===== src/include/drl_map.svh =====
// Constants for the deserializer reset and lock recovery block.
// Assumes a 20 MHz reference clock; included by its bare name.
`ifndef DRL_MAP_SVH
`define DRL_MAP_SVH

// Reference clock rate
`define DRL_CLK_HZ 20000000
// Power-down low pulse least width in ms
`define DRL_PD_LOW_MS 2
// Wait after power-down release before local register access, ms
`define DRL_ACCESS_WAIT_MS 2
// Data lock time limit in ms
`define DRL_LOCK_MAX_MS 22
// Control register index and digital reset field
`define DRL_REG_CTRL 8'h01
`define DRL_CTRL_DRESET_BIT 1
// Manual equalizer level register index
`define DRL_REG_EQ_MANUAL 8'h04
// Equalizer level code width and reset value
`define DRL_EQ_W 4
`define DRL_EQ_RESET 4'h0
`define DRL_EQ_MAX 4'hF
// Cycles a digital reset pulse is held
`define DRL_DRESET_CYCLES 4'h8
// Last dwell count before stepping; each adaptive level is tried this plus one cycles
`define DRL_EQ_DWELL 16'h0400

`endif


===== src/include/drl_pkg.sv =====
// Types for the deserializer reset and lock recovery block.
// Assumes the constant header is on the include path.
package drl_pkg;
    // Register-side write request carried from the serial control port decoder
    typedef struct packed {
        logic       wr;
        logic [7:0] addr;
        logic [7:0] data;
    } drl_wr_t;

    // Status shown to the rest of the device
    typedef struct packed {
        logic       core_reset;
        logic       ready;
        logic       locked;
        logic [3:0] eq_level;
    } drl_stat_t;
endpackage


===== src/hw/drl_top.sv =====
// Reset and lock recovery sequencer for a serial video receiver.
// Assumes register writes arrive decoded from the serial control port,
// lock detect comes from the link receiver, all synchronous to ref_clk_in.
//
// Function
// - Writing one to the digital reset bit resets all core logic but keeps configuration registers.
// - The digital reset bit clears itself once the reset has been applied.
// - On loss of lock the adaptive equalizer restarts and lock acquisition reruns.
// - The equalizer level may be chosen manually through register controls.
// - With equalizer_bypass set the manual level from register 0x04 is applied.
`timescale 1ns/1ps
`include "drl_map.svh"

module drl_top #(
    parameter int unsigned CLK_HZ = `DRL_CLK_HZ,
    parameter int unsigned ACCESS_WAIT_CYC = (`DRL_ACCESS_WAIT_MS * `DRL_CLK_HZ) / 1000,
    parameter int unsigned LOCK_MAX_CYC = (`DRL_LOCK_MAX_MS * `DRL_CLK_HZ) / 1000,
    parameter int unsigned CNT_W = 24
) (
    input wire logic ref_clk_in,
    input wire logic rst_n_in,
    input wire logic power_down_n_in,
    input wire drl_pkg::drl_wr_t wr_in,
    input wire logic link_lock_in,
    input wire logic equalizer_bypass_in,
    output drl_pkg::drl_stat_t stat_out,
    output logic lock_timeout_out,
    output logic eq_restart_out
);
    import drl_pkg::*;

    // One-hot sequence states; an illegal code falls back to ST_DOWN
    typedef enum logic [3:0] {
        ST_DOWN = 4'h1,
        ST_WAIT = 4'h2,
        ST_ACQ = 4'h4,
        ST_LOCK = 4'h8
    } drl_state_t;

    // Sequence, reset hold and equalizer search state
    drl_state_t state_q;
    logic [3:0] dreset_cnt_q;
    logic dreset_bit_q;
    logic [`DRL_EQ_W-1:0] eq_manual_q;
    logic [`DRL_EQ_W-1:0] eq_adapt_q;
    logic [15:0] dwell_q;
    logic [CNT_W-1:0] wait_q;
    logic [CNT_W-1:0] lock_cnt_q;
    logic lock_prev_q;
    logic pd_prev_q;
    logic core_rst;
    logic lock_lost;
    logic dreset_wr;

    // Decoded digital reset request
    assign dreset_wr = wr_in.wr && (wr_in.addr == `DRL_REG_CTRL) && wr_in.data[`DRL_CTRL_DRESET_BIT];
    // Core reset covers power-down, chip reset and digital reset
    assign core_rst = !rst_n_in || !power_down_n_in || dreset_bit_q;
    // Lock loss is a falling edge of the receiver lock
    assign lock_lost = lock_prev_q && !link_lock_in;

    // Digital reset bit and hold counter
    always_ff @(posedge ref_clk_in)
    begin
        if (!rst_n_in || !power_down_n_in)
        begin
            dreset_bit_q <= 1'b0;
            dreset_cnt_q <= 4'h0;
        end
        else if (dreset_wr)
        begin
            // A repeated write restarts the full hold
            // start core reset
            dreset_bit_q <= 1'b1;
            dreset_cnt_q <= `DRL_DRESET_CYCLES;
        end
        else if (dreset_bit_q)
        begin
            if (dreset_cnt_q == 4'h1)
                dreset_bit_q <= 1'b0;
            dreset_cnt_q <= dreset_cnt_q - 4'h1;
        end
    end

    // Configuration register, kept through digital reset
    // Only chip reset or power-down clears the manual level
    always_ff @(posedge ref_clk_in)
    begin
        if (!rst_n_in || !power_down_n_in)
            eq_manual_q <= `DRL_EQ_RESET;
        else if (wr_in.wr && wr_in.addr == `DRL_REG_EQ_MANUAL)
            eq_manual_q <= wr_in.data[`DRL_EQ_W-1:0];
    end

    // Edge history for lock and power-down
    always_ff @(posedge ref_clk_in)
    begin
        if (core_rst)
        begin
            lock_prev_q <= 1'b0;
            pd_prev_q <= 1'b0;
        end
        else
        begin
            lock_prev_q <= link_lock_in;
            pd_prev_q <= power_down_n_in;
        end
    end

    // Bring-up and recovery sequence
    always_ff @(posedge ref_clk_in)
    begin
        if (core_rst)
        begin
            state_q <= ST_DOWN;
            wait_q <= '0;
        end
        else
        begin
            unique case (state_q)
                ST_DOWN:
                begin
                    state_q <= ST_WAIT;
                    wait_q <= '0;
                end
                ST_WAIT:
                begin
                    if (wait_q >= CNT_W'(ACCESS_WAIT_CYC - 1))
                        state_q <= ST_ACQ;
                    else
                        wait_q <= wait_q + 1'b1;
                end
                ST_ACQ:
                    if (link_lock_in)
                        state_q <= ST_LOCK;
                ST_LOCK:
                    if (!link_lock_in)
                        state_q <= ST_ACQ;
                default:
                    state_q <= ST_DOWN;
            endcase
        end
    end

    // Adaptive equalizer search
    // Steps one level per dwell period until the receiver reports lock
    always_ff @(posedge ref_clk_in)
    begin
        if (core_rst)
        begin
            eq_adapt_q <= `DRL_EQ_RESET;
            dwell_q <= '0;
            eq_restart_out <= 1'b0;
        end
        else
        begin
            eq_restart_out <= 1'b0;
            if (lock_lost)
            begin
                eq_adapt_q <= `DRL_EQ_RESET;
                dwell_q <= '0;
                eq_restart_out <= 1'b1;
            end
            else if (state_q == ST_ACQ && !link_lock_in)
            begin
                if (dwell_q == `DRL_EQ_DWELL)
                begin
                    dwell_q <= '0;
                    // Wrap to the lowest level so the search never sticks at the top
                    eq_adapt_q <= (eq_adapt_q == `DRL_EQ_MAX) ? `DRL_EQ_RESET : eq_adapt_q + 1'b1;
                end
                else
                    dwell_q <= dwell_q + 16'h0001;
            end
        end
    end

    // Lock time watchdog
    // A power-down edge re-arms it so each bring-up gets the full window
    always_ff @(posedge ref_clk_in)
    begin
        if (core_rst || pd_prev_q != power_down_n_in)
        begin
            lock_cnt_q <= '0;
            lock_timeout_out <= 1'b0;
        end
        else if (state_q != ST_LOCK && !lock_timeout_out)
        begin
            if (lock_cnt_q >= CNT_W'(LOCK_MAX_CYC - 1))
                lock_timeout_out <= 1'b1;
            else
                lock_cnt_q <= lock_cnt_q + 1'b1;
        end
    end

    // Status outputs
    // Ready and locked follow the sequence, not the raw lock pin
    always_ff @(posedge ref_clk_in)
    begin
        if (!rst_n_in)
            stat_out <= '0;
        else
        begin
            stat_out.core_reset <= core_rst;
            stat_out.ready <= !core_rst && (state_q == ST_ACQ || state_q == ST_LOCK);
            stat_out.locked <= !core_rst && state_q == ST_LOCK;
            stat_out.eq_level <= equalizer_bypass_in ? eq_manual_q : eq_adapt_q;
        end
    end
endmodule // drl_top


===== config.mk =====
export PLATFORM = sky130hd
export DESIGN_NAME = drl_top
export DESIGN_NICKNAME = d
export VERILOG_FILES = /design/src/include/drl_pkg.sv /design/src/hw/drl_top.sv
export VERILOG_INCLUDE_DIRS = /design/src /design/src/include
export SDC_FILE = /design/constraint.sdc
export NUM_CORES = 1
export LEC_CHECK = 0
export BUFFER_PORTS_ARGS = -buffer_cell sky130_fd_sc_hd__buf_2
export CAP_MARGIN = 20
export CORE_MARGIN = 1
export CORE_UTILIZATION = 50
export DETAILED_ROUTE_END_ITERATION = 8
export HOLD_SLACK_MARGIN = 0.1
export PLACE_DENSITY = 0.67
export SLEW_MARGIN = 20
export SYNTH_ARGS = -nofsm -noshare
export SYNTH_HDL_FRONTEND = slang
export SYNTH_SLANG_ARGS = --single-unit

===== constraint.sdc =====
create_clock -name ref_clk_in -period 2.7 [get_ports ref_clk_in]
set_input_delay 0.54 -clock ref_clk_in [delete_from_list [all_inputs] [get_ports ref_clk_in]]
set_output_delay 0.54 -clock ref_clk_in [all_outputs]
set_load 0.05 [all_outputs]

==> run_results.csv <==
group,metric,value,unit
run_status,status,"complete, no violations",
global_route,grt_util_all_layers,20.6,%
yosys,ys_top_cells_by_area,"dfxtp_1, nor2_1, xnor2_1, mux2i_1, nand2_1",
route,finalWirelength,8.56,mm
yosys,synth_top_family_by_area,"simple AND/OR/NAND/NOR gates",
cts,clock_path_buffers,2,
global_route,grt_pass1_vias,3373,
timing,rsz0062_at_grt,"false",
timing,fmax,430,MHz
route,vias,3570,
run,drv_cap,0,
yosys,ys.flop_type,"dfxtp_1",
placed_design,hpwl,6.02,mm
cts,clk_latency,0.35,ns
yosys,ys_async_sr_fraction,0,%
yosys,postSynthCellCount,490,
worst_setup_path,path_max_fanout,9,
hold_path,hold_path_class,"input pin to flip-flop",
route,avgRoutedWirePerCell,13.6,um
finish,layout_common_cells,"dfxtp_1, nor2_1, nand2_1",
power,worst_ir_drop_vdd,0.291,mV
route,drtIter0Drc,152,
yosys,yosysWarnings,0,
timing,maxSlewViolCount,0,
cts,clkTransAtPathRegs,0.09,ns
floorplanning,start_util,51.8,%
worst_setup_path,cp_top_family,"compound AO/OA/AOI/OAI gates",
finish,finalNonFillerCells,627,
worst_setup_path,arrival,2.61,ns
global_route,grt.overflow.total,0,
global_route,grt_first_pass_wirelength,14.7,mm
route,ant_nets,0,
yosys,synthAdderAreaFrac,2.05,%
timing,worstMarginPinSlew,0.631,ns
worst_setup_path,slowest_delay,0.52,ns
yosys,synth_compound_area_share,13.1,%
yosys,synth.distinct_cells,52,
global_route,antenna_found_initial,0,
finish,fin_util,57.3,%
timing,period_needed,2.33,ns
yosys,synth.top_cell.area_share,43.1,%
route,via_per_inst,5.69,
yosys,synthMuxAreaShare,3.98,%
floorplanning,die_w,94.5,um
worst_setup_path,critical_path_required,2.99,ns
yosys,yosysTopAreaCell,"dfxtp_1",
floorplanning,die_y,94.5,um
route,drc,0,
worst_setup_path,cp_slowest_cell,"or4b_4",
worst_setup_path,rrSetupSlack,0.37,ns
yosys,ys_ff_latch,92,
timing,finalSetupViolCount,0,
placed_design,gp_congestion,0.796,
placed_design,dpl.cell_count,611,
yosys,avgSynthCellArea,8.73,um2
worst_setup_path,crit_type,"flip-flop to flip-flop",
yosys,synth_xor_area_share,4.71,%
route,dr.pass1.iters,4,
finish,nFillCells,763,
worst_setup_path,path_cells,"or4b_4 -> nor3_1 -> o21ai_1 -> a2111oi_2 -> mux2i_1",
global_route,grt_start_max_net_pins,17,
cts,cts-root-buf,"clkbuf_8",
cts,clock-sinks,92,
yosys,synth_area,4280,um2
worst_setup_path,crit_end,"wait_q[11]",
floorplanning,die-area,8920,um2
finish,synthToLayoutAreaGrowth,10.7,%
cts,cts_setup_buffers,0,
floorplanning,rows,33,
finish,diodes,0,
worst_setup_path,crit_start,"state_q[1]",
worst_setup_path,r2r-end,"wait_q[11]",
timing,holdWs,0.426,ns
cts,cts_tree,"built",
power,leakage,0.00168,uW
timing,max_slew_margin,57.6,%
worst_setup_path,ff2ff_path_depth,5,
cts,ctsHoldBuffers,0,
floorplanning,core_area,8260,um2
timing,hold_viol_final,0,
finish,num-nets-final,546,
floorplanning,ioPinCount,31,
yosys,synth_edf_count,0,
worst_setup_path,start_kind,"flip-flop",
worst_setup_path,crit_path_end_kind,"flip-flop",
timing,fin_tns_setup,0,ns
worst_setup_path,critical_path.n_buffers_inverters,0,
yosys,yosysSeqAreaShare,43.1,%
cts,post_cts_resized,0,
placed_design,numPortBuffers,26,
timing,fin_crit_sh,86.1,%
finish,layout_commonest_cell,"dfxtp_1",
power,p_per_area,513,nW/um2
cts,cts_buffers,9,
yosys,synthSimpleGateAreaFrac,29.3,%
timing,skew,0.00856,ns
finish,drive_gt1_share,12.8,%
yosys,syn_nets,519,
worst_setup_path,rr_startpoint,"state_q[1]",
cts,ctsHtreeMaxLevel,3,
worst_setup_path,path_depth,5,
## worst register-to-register path, stage by stage, from the launching register on
cell	delay, ns
dfxtp_1	0.46
or4b_4	0.52
nor3_1	0.26
o21ai_1	0.29
a2111oi_2	0.52
mux2i_1	0.22
## worst min-delay path by stage
stage                             start              to  slack [ns]  cells past startpoint
after global placement    lock_cnt_q[5]   lock_cnt_q[5]        0.45                      2
final                          wr_in[3]  eq_manual_q[3]        0.43                      3
after floorplan              wait_q[15]      wait_q[15]        0.43                      2
after detailed placement  lock_cnt_q[5]   lock_cnt_q[5]        0.46                      2
after global routing           wr_in[3]  eq_manual_q[3]        0.42                      3
after CTS                      wr_in[3]  eq_manual_q[3]        0.41                      3
## flip-flops by register name, summed over array words and instances, names as in the netlist
name              count
lock_cnt_q           24
wait_q               24
dwell_q              16
stat_out              7
dreset_cnt_q          4
eq_adapt_q            4
eq_manual_q           4
state_q               4
dreset_bit_q          1
eq_restart_out        1
lock_prev_q           1
lock_timeout_out      1
pd_prev_q             1
## through the flow
step | setup slack (ns) | area, um2 | total power (uW)
floorplan | 0.625 | 4280 | 1460
global placement | 0.380 | 4520 | 1490
detailed placement | 0.324 | 4520 | 1500
CTS | 0.393 | 4730 | 2470
global route | 0.278 | 4730 | 2530
finish | 0.374 | 4730 | 2430
## power by group
part	switching, uW	internal [uW]	leakage (uW)	total (uW)
Combinational	62.7	34.4	0.000840	97.2
Sequential	7.02	1360	0.000742	1370
Clock	483	481	0.000102	964
## final cells by class
class                           count  area (um2)  area share [%]
Tap cell                          105         131            2.78
Multi-Input combinational cell    359        2270            48.0
Timing Repair Buffer               37         213            4.49
Clock inverter                      5        58.8            1.24
Sequential cell                    92        1840            38.9
Inverter                           18        67.6            1.43
Clock buffer                       11         151            3.20
## routing by layer
layer | track usage, % | routed length, um | up-vias
met5 | 0 | 0 | -
met4 | 5.68 | 82 | 0
met3 | 4.19 | 206 | 6
met2 | 35.6 | 4020 | 40
met1 | 25.9 | 4250 | 1692
li1 | - | - | 1832
## cells in the mapped netlist, drive strengths merged, types with 4 or more instances
cell	n
dfxtp	92
nor2	54
nand2	41
nand3	26
a21oi	24
xnor2	21
inv	18
mux2i	17
and3	16
nor4	16
clkbuf	15
nand4	12
nor3	11
or4	11
o21ai	10
o31ai	9
ha	7
or3	7
and4	6
buf	6
nand2b	6
nor2b	6
nor4b	6
a2111o	4
a31oi	4
and2	4
nor3b	4
or2	4
## logic make-up after synthesis
group | count (synthesis)
xor gates and xnor gates | 23
adders and majority gates | 7
DFF | 92
AOI/OAI and AO/OA | 78
muxes | 17
buffers and inverters | 39
and+or+nand+nor | 234
No activity file was read; power rests on OpenSTA's default activity.
